File: config.mk
export PLATFORM = sky130hd
export DESIGN_NAME = gshp_port
export DESIGN_NICKNAME = d
export VERILOG_FILES = /design/src/logic/gshp_pkg.sv /design/src/logic/gshp_strm_if.sv /design/src/logic/gshp_fifo.sv /design/src/logic/gshp_baud.sv /design/src/logic/gshp_port.sv
export VERILOG_INCLUDE_DIRS = /design/src /design/src/logic
export SDC_FILE = /design/constraint.sdc
export NUM_CORES = 1
export LEC_CHECK = 0
export ABC_CLOCK_PERIOD_IN_PS = 14200
export BUFFER_PORTS_ARGS = -buffer_cell sky130_fd_sc_hd__buf_2
export CAP_MARGIN = 30
export CORE_ASPECT_RATIO = 2
export CORE_MARGIN = 2
export CORE_UTILIZATION = 35
export DETAILED_ROUTE_END_ITERATION = 10
export SLEW_MARGIN = 20
export SYNTH_ARGS = -nofsm -noshare
export SYNTH_HDL_FRONTEND = slang
export SYNTH_SLANG_ARGS = --single-unit
File: constraint.sdc
create_clock -name CLK -period 14.2 [get_ports CLK]
set_input_delay 2.84 -clock CLK [delete_from_list [all_inputs] [get_ports CLK]]
set_output_delay 2.84 -clock CLK [all_outputs]
set_load 0.01 [all_outputs]
File: src/logic/gshp_map.svh
`ifndef GSHP_MAP_SVH
`define GSHP_MAP_SVH
// timing
`define GSHP_CLK_HZ    40000000
`define GSHP_BAUD_TOP  9600
`define GSHP_OVS       16
`define GSHP_DIV_BASE  (`GSHP_CLK_HZ/(`GSHP_BAUD_TOP*`GSHP_OVS))
`define GSHP_TALK_S    5
`define GSHP_TALK_CYC  (`GSHP_TALK_S*`GSHP_CLK_HZ)
// register byte offsets
`define GSHP_CONFIG    8'h00
`define GSHP_STATUS    8'h04
`define GSHP_TXDATA    8'h08
`define GSHP_RXDATA    8'h0c
`define GSHP_CTRL      8'h10
`define GSHP_READ0     8'h14
`define GSHP_READ1     8'h18
`define GSHP_READ2     8'h1c
// config field positions
`define GSHP_CFG_FDCD  8
`define GSHP_CFG_FCTS  7
`define GSHP_CFG_MODE  6
`define GSHP_CFG_LEN8  5
`define GSHP_CFG_EVEN  4
`define GSHP_CFG_STOP1 3
// reset values
`define GSHP_CFG_RST   9'h1ff
`define GSHP_CTRL_RST  1'b1
`define GSHP_READ_RST  32'h20202020
// characters
`define GSHP_CHR_CR    8'h0d
`define GSHP_CHR_LF    8'h0a
`define GSHP_CHR_COMMA 8'h2c
`endif

File: src/logic/gshp_pkg.sv
package gshp_pkg;
  typedef logic [7:0] gshp_byte_t;
  typedef enum logic [2:0] {TX_IDLE, TX_START, TX_DATA, TX_PAR, TX_STOP}
    gshp_tx_e;
  typedef enum logic [2:0] {RX_IDLE, RX_START, RX_DATA, RX_PAR, RX_STOP}
    gshp_rx_e;
endpackage

File: src/logic/gshp_strm_if.sv
`timescale 1ns/1ps
interface gshp_strm_if #(parameter int W = 8);
  logic         valid;
  logic         ready;
  logic [W-1:0] data;
  modport src (output valid, output data, input ready);
  modport snk (input valid, input data, output ready);
endinterface

File: src/logic/gshp_fifo.sv
`timescale 1ns/1ps
module gshp_fifo #(
  parameter int W     = 8,
  parameter int DEPTH = 8
) (
  // clock and reset
  input wire logic clk,
  input wire logic rst_n,
  // fill and drain sides
  gshp_strm_if.snk wr,
  gshp_strm_if.src rd
);
  localparam int AW = $clog2(DEPTH);
  generate
    if (DEPTH < 2 || (1 << AW) != DEPTH) begin : g_bad
      $error("fifo depth must be a power of two, at least 2");
    end
  endgenerate

  logic [W-1:0] mem [DEPTH];
  logic [AW-1:0] wp;
  logic [AW-1:0] rp;
  logic [AW:0]   cnt;
  logic          do_wr;
  logic          do_rd;

  // honest full and empty
  assign wr.ready = (cnt != (AW+1)'(DEPTH));
  assign rd.valid = (cnt != '0);
  assign rd.data  = mem[rp];
  assign do_wr    = wr.valid & wr.ready;
  assign do_rd    = rd.valid & rd.ready;

  // storage
  always_ff @(posedge clk) begin
    if (do_wr) begin
      mem[wp] <= wr.data;
    end
  end

  // pointers and fill count
  always_ff @(posedge clk or negedge rst_n) begin
    if (!rst_n) begin
      wp  <= '0;
      rp  <= '0;
      cnt <= '0;
    end else begin
      if (do_wr) wp <= wp + 1'b1;
      if (do_rd) rp <= rp + 1'b1;
      cnt <= cnt + (AW+1)'(do_wr) - (AW+1)'(do_rd);
    end
  end
endmodule // gshp_fifo

File: src/logic/gshp_baud.sv
`timescale 1ns/1ps
module gshp_baud #(
  parameter int unsigned DIV_BASE = 260
) (
  // clock and reset
  input  wire logic       clk,
  input  wire logic       rst_n,
  // rate: 0 fastest, each step halves
  input  wire logic [2:0] rate_sel,
  output logic            tick
);
  generate
    if (DIV_BASE < 9 || (DIV_BASE << 7) > 65536) begin : g_bad
      $error("baud divider base out of range");
    end
  endgenerate

  logic [15:0] cnt;
  logic [15:0] lim;

  // integer divider for the oversampling tick
  assign lim = 16'((DIV_BASE << rate_sel) - 1);

  always_ff @(posedge clk or negedge rst_n) begin
    if (!rst_n) begin
      cnt  <= '0;
      tick <= 1'b0;
    end else begin
      tick <= (cnt == lim);
      cnt  <= (cnt >= lim) ? 16'h0000 : cnt + 16'h0001;
    end
  end
endmodule // gshp_baud

File: src/logic/gshp_port.sv
// Functional notes
// - baud from three switches, 9600 down 75
// - factory: 9600 8N1, modem inputs forced
// - switches latched once after power-up
// - framing switches set length, parity, stops
// - mode switch: off talk-only, on command
// - talk-only: three readings, commas, every 5s
// - no secondary module: first reading only
// - send byte only with CTS and DSR
// - force switch makes CTS and DSR true
// - drop characters seen without carrier detect
// - RTS up on terminator, down after reply
`timescale 1ns/1ps
`include "gshp_map.svh"
module gshp_port import gshp_pkg::*; #(
  parameter int unsigned TALK_CYCLES = `GSHP_TALK_CYC,
  parameter int unsigned DIV_BASE    = `GSHP_DIV_BASE,
  parameter int          FIFO_DEPTH  = 8
) (
  // clock and reset
  input  wire logic        CLK,
  input  wire logic        RST_N,
  // apb slave
  input  wire logic        PSEL,
  input  wire logic        PENABLE,
  input  wire logic        PWRITE,
  input  wire logic [7:0]  PADDR,
  input  wire logic [31:0] PWDATA,
  output logic      [31:0] PRDATA,
  output logic             PREADY,
  output logic             PSLVERR,
  // serial line
  input  wire logic        RXD,
  output logic             TXD,
  // modem lines, 1 = true
  input  wire logic        CTS,
  input  wire logic        DSR,
  input  wire logic        DCD,
  output logic             RTS,
  // internal switches, 1 = on
  input  wire logic        MODE_SELECT_SWITCH,
  input  wire logic [2:0]  FRAME_SWITCH,
  input  wire logic        BAUD_SELECT_BIT2,
  input  wire logic        BAUD_SELECT_BIT1,
  input  wire logic        BAUD_SELECT_BIT0,
  input  wire logic        FORCE_CTS_DSR_SWITCH,
  input  wire logic        FORCE_DCD_SWITCH
);
  generate
    if (TALK_CYCLES < 64 || TALK_CYCLES >= (1 << 28)) begin : g_bad
      $error("talk period out of range");
    end
  endgenerate

  logic [1:0]  rst_sync;
  logic        rst_n;
  logic [12:0] pin_m;
  logic [12:0] pin_s;
  logic        rxd_s;
  logic        cts_s;
  logic        dsr_s;
  logic        dcd_s;
  logic [8:0]  cfg;
  logic [1:0]  cfg_cnt;
  logic        cfg_done;
  logic        talk_mode;
  logic        len8;
  logic        cts_ok;
  logic        dcd_ok;
  logic        tick;
  logic [2:0]  rate_sel;

  // reset release through two flops
  always_ff @(posedge CLK or negedge RST_N) begin
    if (!RST_N) rst_sync <= 2'h0;
    else        rst_sync <= {rst_sync[0], 1'b1};
  end
  assign rst_n = rst_sync[1];

  // pin synchronisers
  always_ff @(posedge CLK or negedge rst_n) begin
    if (!rst_n) begin
      pin_m <= 13'h0000;
      pin_s <= 13'h0000;
    end else begin
      pin_m <= {RXD, CTS, DSR, DCD, FORCE_DCD_SWITCH,
                FORCE_CTS_DSR_SWITCH, MODE_SELECT_SWITCH,
                FRAME_SWITCH, BAUD_SELECT_BIT2,
                BAUD_SELECT_BIT1, BAUD_SELECT_BIT0};
      pin_s <= pin_m;
    end
  end
  assign rxd_s = pin_s[12];
  assign cts_s = pin_s[11];
  assign dsr_s = pin_s[10];
  assign dcd_s = pin_s[9];

  // switches caught once, after the synchroniser has filled
  always_ff @(posedge CLK or negedge rst_n) begin
    if (!rst_n) begin
      cfg     <= `GSHP_CFG_RST;
      cfg_cnt <= 2'h0;
    end else if (!cfg_done) begin
      cfg_cnt <= cfg_cnt + 2'h1;
      if (cfg_cnt == 2'h2) cfg <= pin_s[8:0];
    end
  end
  assign cfg_done  = (cfg_cnt == 2'h3);
  assign talk_mode = !cfg[`GSHP_CFG_MODE];
  assign len8      = cfg[`GSHP_CFG_LEN8];
  assign cts_ok    = cfg[`GSHP_CFG_FCTS] | (cts_s & dsr_s);
  assign dcd_ok    = cfg[`GSHP_CFG_FDCD] | dcd_s;
  assign rate_sel  = ~cfg[2:0];

  gshp_baud #(.DIV_BASE(DIV_BASE)) u_baud (
    .clk      (CLK),
    .rst_n    (rst_n),
    .rate_sel (rate_sel),
    .tick     (tick)
  );

  // registers and bus decode
  gshp_strm_if #(.W(8)) push ();
  gshp_strm_if #(.W(8)) pop ();
  logic        ctrl_sec;
  logic [31:0] rdg [3];
  logic        rx_valid;
  logic        rx_ovr;
  logic [7:0]  rx_data;
  logic        rx_put;
  logic [7:0]  rx_byte;
  logic        acc;
  logic        tx_wr;
  logic        rx_rd;
  logic        hit;
  logic        talk_busy;
  logic [7:0]  talk_chr;

  assign acc   = PSEL & PENABLE;
  assign tx_wr = acc & PWRITE & (PADDR == `GSHP_TXDATA) & !talk_mode;
  assign rx_rd = acc & !PWRITE & PREADY & (PADDR == `GSHP_RXDATA);
  assign hit   = (PADDR[7:5] == 3'h0) & (PADDR[1:0] == 2'h0);
  // a full fifo stalls the bus write
  assign PREADY  = !(tx_wr & !push.ready);
  assign PSLVERR = acc & !hit;

  // read data captured in the setup cycle
  always_ff @(posedge CLK or negedge rst_n) begin
    if (!rst_n) begin
      PRDATA <= 32'h00000000;
    end else if (PSEL & !PENABLE) begin
      case (PADDR)
        `GSHP_CONFIG: PRDATA <= {23'h000000, cfg};
        `GSHP_STATUS: PRDATA <= {26'h0000000, talk_mode, RTS,
                                 pop.valid, !push.ready, rx_ovr, rx_valid};
        `GSHP_RXDATA: PRDATA <= {24'h000000, rx_data};
        `GSHP_CTRL:   PRDATA <= {31'h00000000, ctrl_sec};
        `GSHP_READ0:  PRDATA <= rdg[0];
        `GSHP_READ1:  PRDATA <= rdg[1];
        `GSHP_READ2:  PRDATA <= rdg[2];
        default:      PRDATA <= 32'h00000000;
      endcase
    end
  end

  // writable registers
  always_ff @(posedge CLK or negedge rst_n) begin
    if (!rst_n) begin
      ctrl_sec <= `GSHP_CTRL_RST;
      rdg[0]   <= `GSHP_READ_RST;
      rdg[1]   <= `GSHP_READ_RST;
      rdg[2]   <= `GSHP_READ_RST;
    end else if (acc & PWRITE) begin
      if (PADDR == `GSHP_CTRL)  ctrl_sec <= PWDATA[0];
      if (PADDR == `GSHP_READ0) rdg[0]   <= PWDATA;
      if (PADDR == `GSHP_READ1) rdg[1]   <= PWDATA;
      if (PADDR == `GSHP_READ2) rdg[2]   <= PWDATA;
    end
  end

  // received byte holding, new byte wins over a read
  always_ff @(posedge CLK or negedge rst_n) begin
    if (!rst_n) begin
      rx_valid <= 1'b0;
      rx_ovr   <= 1'b0;
      rx_data  <= 8'h00;
    end else if (rx_put) begin
      rx_data  <= rx_byte;
      rx_valid <= 1'b1;
      rx_ovr   <= rx_valid & !rx_rd;
    end else if (rx_rd) begin
      rx_valid <= 1'b0;
      rx_ovr   <= 1'b0;
    end
  end

  // fifo source: talk engine or software
  assign push.valid = talk_mode ? talk_busy : tx_wr;
  assign push.data  = talk_mode ? talk_chr : PWDATA[7:0];

  gshp_fifo #(.W(8), .DEPTH(FIFO_DEPTH)) u_fifo (
    .clk   (CLK),
    .rst_n (rst_n),
    .wr    (push),
    .rd    (pop)
  );

  // talk-only message engine
  logic [27:0] talk_cnt;
  logic [3:0]  talk_idx;
  logic [31:0] talk_word;
  logic [1:0]  talk_sel;

  always_comb begin
    talk_sel  = 2'h0;
    if (talk_idx >= 4'h5) talk_sel = 2'h1;
    if (talk_idx >= 4'ha) talk_sel = 2'h2;
    talk_word = rdg[talk_sel];
    case (talk_idx)
      4'h4, 4'h9: talk_chr = `GSHP_CHR_COMMA;
      4'he:       talk_chr = `GSHP_CHR_CR;
      4'hf:       talk_chr = `GSHP_CHR_LF;
      4'h0, 4'h5, 4'ha: talk_chr = talk_word[31:24];
      4'h1, 4'h6, 4'hb: talk_chr = talk_word[23:16];
      4'h2, 4'h7, 4'hc: talk_chr = talk_word[15:8];
      default:    talk_chr = talk_word[7:0];
    endcase
  end

  always_ff @(posedge CLK or negedge rst_n) begin
    if (!rst_n) begin
      talk_cnt  <= 28'h0000000;
      talk_idx  <= 4'h0;
      talk_busy <= 1'b0;
    end else if (!talk_mode || !cfg_done) begin
      talk_cnt  <= 28'h0000000;
      talk_busy <= 1'b0;
    end else begin
      talk_cnt <= (talk_cnt == 28'(TALK_CYCLES - 1)) ? 28'h0000000
                                                     : talk_cnt + 28'h1;
      if (talk_cnt == 28'(TALK_CYCLES - 1) && !talk_busy) begin
        talk_busy <= 1'b1;
        talk_idx  <= 4'h0;
      end else if (talk_busy && push.ready) begin
        if (talk_idx == 4'hf)
          talk_busy <= 1'b0;
        else if (talk_idx == 4'h3 && !ctrl_sec)
          talk_idx <= 4'he;
        else
          talk_idx <= talk_idx + 4'h1;
      end
    end
  end

  // transmitter
  gshp_tx_e    tx_st;
  logic [3:0]  tx_sub;
  logic [2:0]  tx_bit;
  logic [7:0]  tx_sh;
  logic [7:0]  tx_cur;
  logic        tx_stop2;
  logic        tx_end;

  assign pop.ready = (tx_st == TX_IDLE) & cts_ok & cfg_done;
  assign tx_end    = (tx_st == TX_STOP) & tick & (tx_sub == 4'hf) &
                     (tx_stop2 | cfg[`GSHP_CFG_STOP1]);

  always_ff @(posedge CLK or negedge rst_n) begin
    if (!rst_n) begin
      tx_st    <= TX_IDLE;
      tx_sub   <= 4'h0;
      tx_bit   <= 3'h0;
      tx_sh    <= 8'h00;
      tx_cur   <= 8'h00;
      tx_stop2 <= 1'b0;
      TXD      <= 1'b1;
    end else begin
      if (tick) tx_sub <= tx_sub + 4'h1;
      case (tx_st)
        TX_IDLE: begin
          TXD <= 1'b1;
          if (pop.valid & pop.ready) begin
            tx_sh  <= pop.data;
            tx_cur <= pop.data;
            tx_st  <= TX_START;
            tx_sub <= 4'h0;
            TXD    <= 1'b0;
          end
        end
        TX_START: if (tick && tx_sub == 4'hf) begin
          tx_st  <= TX_DATA;
          tx_bit <= 3'h0;
          TXD    <= tx_sh[0];
        end
        TX_DATA: if (tick && tx_sub == 4'hf) begin
          tx_sh  <= {1'b0, tx_sh[7:1]};
          tx_bit <= tx_bit + 3'h1;
          TXD    <= tx_sh[1];
          if (tx_bit == (len8 ? 3'h7 : 3'h6)) begin
            tx_st    <= len8 ? TX_STOP : TX_PAR;
            tx_stop2 <= 1'b0;
            TXD      <= len8 ? 1'b1 : (^tx_cur[6:0] ^
                                       !cfg[`GSHP_CFG_EVEN]);
          end
        end
        TX_PAR: if (tick && tx_sub == 4'hf) begin
          tx_st <= TX_STOP;
          TXD   <= 1'b1;
        end
        TX_STOP: if (tick && tx_sub == 4'hf) begin
          tx_stop2 <= 1'b1;
          if (tx_end) tx_st <= TX_IDLE;
        end
        default: tx_st <= TX_IDLE;
      endcase
    end
  end

  // receiver, 16x oversampled, mid-bit samples
  gshp_rx_e    rx_st;
  logic [3:0]  rx_sub;
  logic [2:0]  rx_bit;
  logic [7:0]  rx_sh;
  logic        rx_bad;

  assign rx_byte = len8 ? rx_sh : {1'b0, rx_sh[7:1]};

  always_ff @(posedge CLK or negedge rst_n) begin
    if (!rst_n) begin
      rx_st  <= RX_IDLE;
      rx_sub <= 4'h0;
      rx_bit <= 3'h0;
      rx_sh  <= 8'h00;
      rx_bad <= 1'b0;
      rx_put <= 1'b0;
    end else begin
      rx_put <= 1'b0;
      if (tick) rx_sub <= rx_sub + 4'h1;
      if (rx_st != RX_IDLE && !dcd_ok) rx_bad <= 1'b1;
      case (rx_st)
        RX_IDLE: if (cfg_done && !rxd_s) begin
          rx_st  <= RX_START;
          rx_sub <= 4'h0;
          rx_bad <= !dcd_ok;
        end
        RX_START: if (tick && rx_sub == 4'h7) begin
          rx_sub <= 4'h0;
          rx_bit <= 3'h0;
          rx_st  <= rxd_s ? RX_IDLE : RX_DATA;
        end
        RX_DATA: if (tick && rx_sub == 4'hf) begin
          rx_sh  <= {rxd_s, rx_sh[7:1]};
          rx_bit <= rx_bit + 3'h1;
          if (rx_bit == (len8 ? 3'h7 : 3'h6))
            rx_st <= len8 ? RX_STOP : RX_PAR;
        end
        RX_PAR: if (tick && rx_sub == 4'hf) begin
          rx_st <= RX_STOP;
          if ((^rx_sh[7:1] ^ rxd_s) != !cfg[`GSHP_CFG_EVEN])
            rx_bad <= 1'b1;
        end
        RX_STOP: if (tick && rx_sub == 4'hf) begin
          rx_st  <= RX_IDLE;
          rx_put <= rxd_s & !rx_bad & dcd_ok;
        end
        default: rx_st <= RX_IDLE;
      endcase
    end
  end

  // request-to-send: terminator in raises, reply terminator out drops
  always_ff @(posedge CLK or negedge rst_n) begin
    if (!rst_n)
      RTS <= 1'b0;
    else if (rx_put && rx_byte == `GSHP_CHR_CR)
      RTS <= 1'b1;
    else if (tx_end && tx_cur == `GSHP_CHR_CR)
      RTS <= 1'b0;
  end
endmodule // gshp_port

; Word-level counts from Yosys, hierarchy flattened
; Memories as Yosys holds them, arrays and structs flattened.
; Cells that the tools add are included.
; Widths: inputs -> output; s select.
[totals]
ff_bits = 287
latch_bits = 0
ram_bits = 64
romBits = 0
in_bits = 58
out_inout_bits = 36
elab_cells = 284
mem_count = 1
[mem_list]
columns = name, depth, width, read_ports, rd_ports_with_merged_regs, wr, line_no
row1 = u_fifo.mem, 8, 8, 1, 0, 1, gshp_fifo.sv:20  ; logic [W-1:0] mem [DEPTH];
[classes]
add_sub_neg = 13
multipliers = 0
div_mod_pow = 0
n_lt_le_gt_ge = 4
n_eq_ne = 55
n_shift = 1
mux = 79
bitwise = 31
n_reduce_logical = 65
[ops]
columns = operator, count
row1 = $pmux 32 s7, 1
row2 = $bmux 32 s2, 1
row3 = $mux 32, 2
row4 = $mux 28, 2
row5 = $mux 3, 18
row6 = $pmux 8 s6, 1
row7 = $mux 4, 10
row8 = $eq 4x4->1 const B, 8
row9 = $eq 8x4->1 const B, 4
row10 = $eq 8x5->1 const B, 4
row11 = $mux 8, 4
row12 = $pmux 3 s5, 2
row13 = $add 28x1->28 const B, 1
row14 = $eq 28x28->1 const B, 1
row15 = $mux 1, 28
row16 = $ne 2x2->1 const B, 12
row17 = $and 1x1->1, 22
row18 = $eq 4x3->1 const B, 5
row19 = $add 16x1->16 const B, 1
row20 = $eq 16x16->1, 1
row21 = $ge 16x16->1, 1
row22 = $mux 16, 1
row23 = $pmux 8 s2, 1
row24 = $reduce_and 2->1, 8
row25 = 48 further kinds, 109

; Longest topological paths before layout
[depth]
word_depth = 11
ltp_mapped = 14
mapped_depth_nobuf = 12

; Hierarchy
; A second synthesis with hierarchy kept.
[unflattened]
cells_unflattened = 1508
hier_area_um2 = 17106.4
[by_module_without_submodules]
columns = mod, n_inst, cells_per_inst, area_per_inst_um2, seq_area_each_um2
row1 = gshp_port, 1, 1224, 12823.5, 6535.0
row2 = gshp_fifo, 1, 148, 3056.7, 2172.1
row3 = gshp_baud, 1, 136, 1226.2, 425.4

; Worst setup path after synthesis
; No wires, ideal clock.
[synth_path]
kind = input to output
startpoint = in PADDR[3]
endpoint = out PREADY
arrival_ns = 3.484
required_time_ns = 11.360
slack_ns = 7.876
path_stages = 3
path_buffers = 1
path_cell_list = buf_2 > nor3b_1 > nand4_1
[synth_via]
elab_chain_len = 5
[synth_rtl]
columns = item, line_no
row1 = from (decl), gshp_port.sv:27  ; input wire logic [7:0] PADDR,
row2 = $eq 8x4->1 (no line), n/a
row3 = $and 1x1->1 (2 in a row), gshp_port.sv:140  ; assign tx_wr = acc & PWRITE & (PADDR == `GSHP_TXDATA) & !talk_mode;
row4 = $and 1x1->1, gshp_port.sv:144  ; assign PREADY = !(tx_wr & !push.ready);
row5 = $logic_not 1->1, gshp_port.sv:144
row6 = to (decl), gshp_port.sv:30  ; output logic PREADY,
; Every way passes these cells.

; Final worst setup path
; Same ends and word-level chain as after synthesis.

==> run metrics <==
half-perimeter wire length after placement 30940 um; number of design-rule violations left by the first detailed-router iteration 635; Setup TNS Final 0 ns; Die H 316.0 um; worst-skew pair later-pin latency 0.55 ns; run status finished, final reports clean; clock period minus final worst setup slack 6.938 ns; Antenna Nets Post-Route 0; global routing usage summed across all routing layers 17.55%; # DRC 0; antenna diode count 0; worst reg2reg path endpoint u_fifo.mem[4][3]; global-route wire length before repair 70410 um; Req. time, crit path 11.36 ns; arrival time reported for the critical path endpoint 4.10 ns; depth of the CTS H-tree 2; routability-driven placement congestion ratio 0.8435; RSZ-0062 raised after global routing no; Pre-antenna DRT Iters 5; depth of the most critical reg-to-reg path 8; Synth top area share 38.79%; count of different cell masters after synthesis 79; path type of the worst setup path primary input to output port; Post-synth EDFFs 64; sequential share of the synthesized area 53.62%; count of pins on the block boundary 94; die span in x 160.0 um; max-slew violation total from the final report 0; critical register-to-register path startpoint talk_idx[1]; register-to-register path setup slack 10.32 ns; cell chosen for the clock root sky130_fd_sc_hd__clkbuf_16; most used flip-flop cell after synthesis sky130_fd_sc_hd__dfrtp_1; combined area of all synthesized cells 17030 um^2; WL/cell 19.70 um; number of nets in the layout 1645; Gates resized, CTS repair 0; yosys synthesis warning count 0; crit path launch type primary input; Setup Fix Bufs, Post-CTS 0; worst-path fanout max 46; clock tree buffer depth 3; Syn Inst Count 1474; cts-stage hold buffer count 0; Leak 8.424 nW; vias in the first global route 12.73k; DR vias/cell 5.319; number of I/O port buffers 93; area of the placeable core 48210 um^2; total via count in the routed design 11.76k; Layout Skew 0.02558 ns; overall die area 50550 um^2; P per Cell Area 124.6 nW/um^2; crit end category output port; final hold violations 0; endpoints failing setup 0; Finished Core Util 40.14%; share of post-route cells with drive strength above 1 24.28%; Clock Sink Count 351; IR drop worst, VDD 83.04 uV; GRT overflow 0; Synth area leader sky130_fd_sc_hd__dfrtp_1; timing-limited maximum frequency 144.1 MHz; TritonCTS clock tree done; number of max-capacitance violations reported 0; clock edge transition at the registers on the reported setup and hold paths 0.06 ns; pin count of the biggest net entering global routing 170; average instance area after synthesis 11.55 um^2; Seq cells post-synth 351; share of synthesized registers carrying an async set or reset 81.77%; Syn Nets 1572; slew at the pin closest to its max-slew limit 1.028 ns; layout-stage area growth over the synthesis result 13.63%; leading post-synthesis cells by cell area sky130_fd_sc_hd__dfrtp_1, sky130_fd_sc_hd__edfxtp_1, sky130_fd_sc_hd__mux2_2, sky130_fd_sc_hd__dfstp_2, sky130_fd_sc_hd__ha_1; Worst slew margin 31.44%; effective utilization at floorplan 35.33%; path category of the worst min-delay check flop to asynchronous set/reset pin; CTS Buf Count 34; initial antenna violation count 3; row cnt 114; Total Wirelength 43560 um; share of the cycle needed by the critical path after routing 48.86%
## routing by layer
layer | routed length (um) | global-route usage (%) | up-vias
met3 | 1293 | 2.217 | 103
li1 | - | - | 5495
met5 | 40 | 0 | -
met2 | 24140 | 34.28 | 234
met1 | 16120 | 18.33 | 5923
met4 | 1962 | 8.600 | 6
## per-stage QoR
step / setup slack, ns / power, mW / cells / instance area, um^2 / hold WS [ns]
floorplan: 5.649 / 1.371 / 1474 / 17030 / 0.3312
global placement: 7.291 / 1.446 / 2136 / 18040 / 0.3032
detailed placement: 7.284 / 1.466 / 2148 / 18160 / 0.3042
CTS: 7.283 / 2.445 / 2210 / 19350 / 0.3120
global route: 7.191 / 2.521 / 2211 / 19350 / 0.3260
finish: 7.262 / 2.411 / 2211 / 19350 / 0.2870
## worst max-delay path, stage by stage
cell and delay (ns):
sky130_fd_sc_hd__buf_2 0.08, sky130_fd_sc_hd__buf_4 0.46, sky130_fd_sc_hd__nor3b_1 0.41, sky130_fd_sc_hd__nand4_1 0.13
sky130_fd_sc_hd__buf_2 0.16
## power by group
part / internal (mW) / switching (mW) / total (mW)
combinational: 0.141 / 0.149 / 0.290
sequential: 1.09 / 0.0647 / 1.15
clock: 0.559 / 0.413 / 0.972
## registers in the layout, indices dropped and copies added, names as in the netlist, 9 cells and up
signal      count
u_fifo.mem     64
pin_s          13
cfg             9
rdg            96
talk_cnt       28
pin_m          13
u_baud.cnt     16
PRDATA         32
## area by class of cell
| type | instances | area (um^2) |
|---|---|---|
| multi-input combinational | 1009 | 7405 |
| tap | 638 | 798.3 |
| clock inverter | 19 | 230.2 |
| timing repair buffer | 121 | 713.2 |
| inverter | 30 | 112.6 |
| fill | 4712 | 28860 |
| sequential | 351 | 9136 |
| clock buffer | 43 | 957.2 |
## worst max-delay path by stage
stage                      from        end  slack [ns]  cells after the start
finish                 PADDR[3]     PREADY        7.26                      5
global route           PADDR[3]     PREADY        7.19                      5
CTS                    PADDR[3]     PREADY        7.28                      5
detailed placement     PADDR[3]     PREADY        7.28                      5
global placement       PADDR[3]     PREADY        7.29                      5
floorplan           rst_sync[1]  PRDATA[0]        5.65                      0
## layout by cell type, fill, tap and decap left out, types with 33 or more instances in the layout
| cell | netlist | layout |
|---|---|---|
| sky130_fd_sc_hd__ha_1 | 39 | 39 |
| sky130_fd_sc_hd__nor2_1 | 127 | 127 |
| sky130_fd_sc_hd__buf_2 | 28 | 99 |
| sky130_fd_sc_hd__dfrtp_1 | 264 | 263 |
| sky130_fd_sc_hd__nand3_1 | 36 | 36 |
| sky130_fd_sc_hd__clkbuf_16 | 0 | 36 |
| sky130_fd_sc_hd__o21ai_0 | 57 | 57 |
| sky130_fd_sc_hd__a22oi_1 | 35 | 35 |
| sky130_fd_sc_hd__a21oi_1 | 63 | 63 |
| sky130_fd_sc_hd__edfxtp_1 | 64 | 64 |
| sky130_fd_sc_hd__xor2_1 | 38 | 38 |
| sky130_fd_sc_hd__mux2_2 | 144 | 144 |
| sky130_fd_sc_hd__nand2_1 | 128 | 128 |
| sky130_fd_sc_hd__mux2i_1 | 33 | 33 |
## Yosys cell counts (all sizes together), types with 9 or more instances
cell      n
dfrtp   264
mux2    147
nand2   129
nor2    127
a21oi    65
edfxtp   64
o21ai    57
buf      46
ha       39
clkbuf   38
xor2     38
nand3    37
a22oi    35
mux2i    35
xnor2    31
inv      29
o31ai    25
dfstp    23
a31oi    20
nand4    19
and3     18
mux4     17
nand2b   17
nor3     15
a21o     13
o22ai    12
a22o     10
nor4      9
## logic make-up (layout without fill, tap and decap cells)
logic type	Yosys count	in the layout	share of synthesized area, %
xor gates and xnor gates	69	69	3.548
DFF	351	351	53.62
other	1	1	0.02202
and+or+nand+nor	421	421	11.86
adders and majority gates	40	40	2.983
muxes	199	199	14.07
buffers and inverters	114	213	3.027
AOI/OAI and AO/OA	279	279	10.87
No activity file was read; power rests on OpenSTA's default activity.
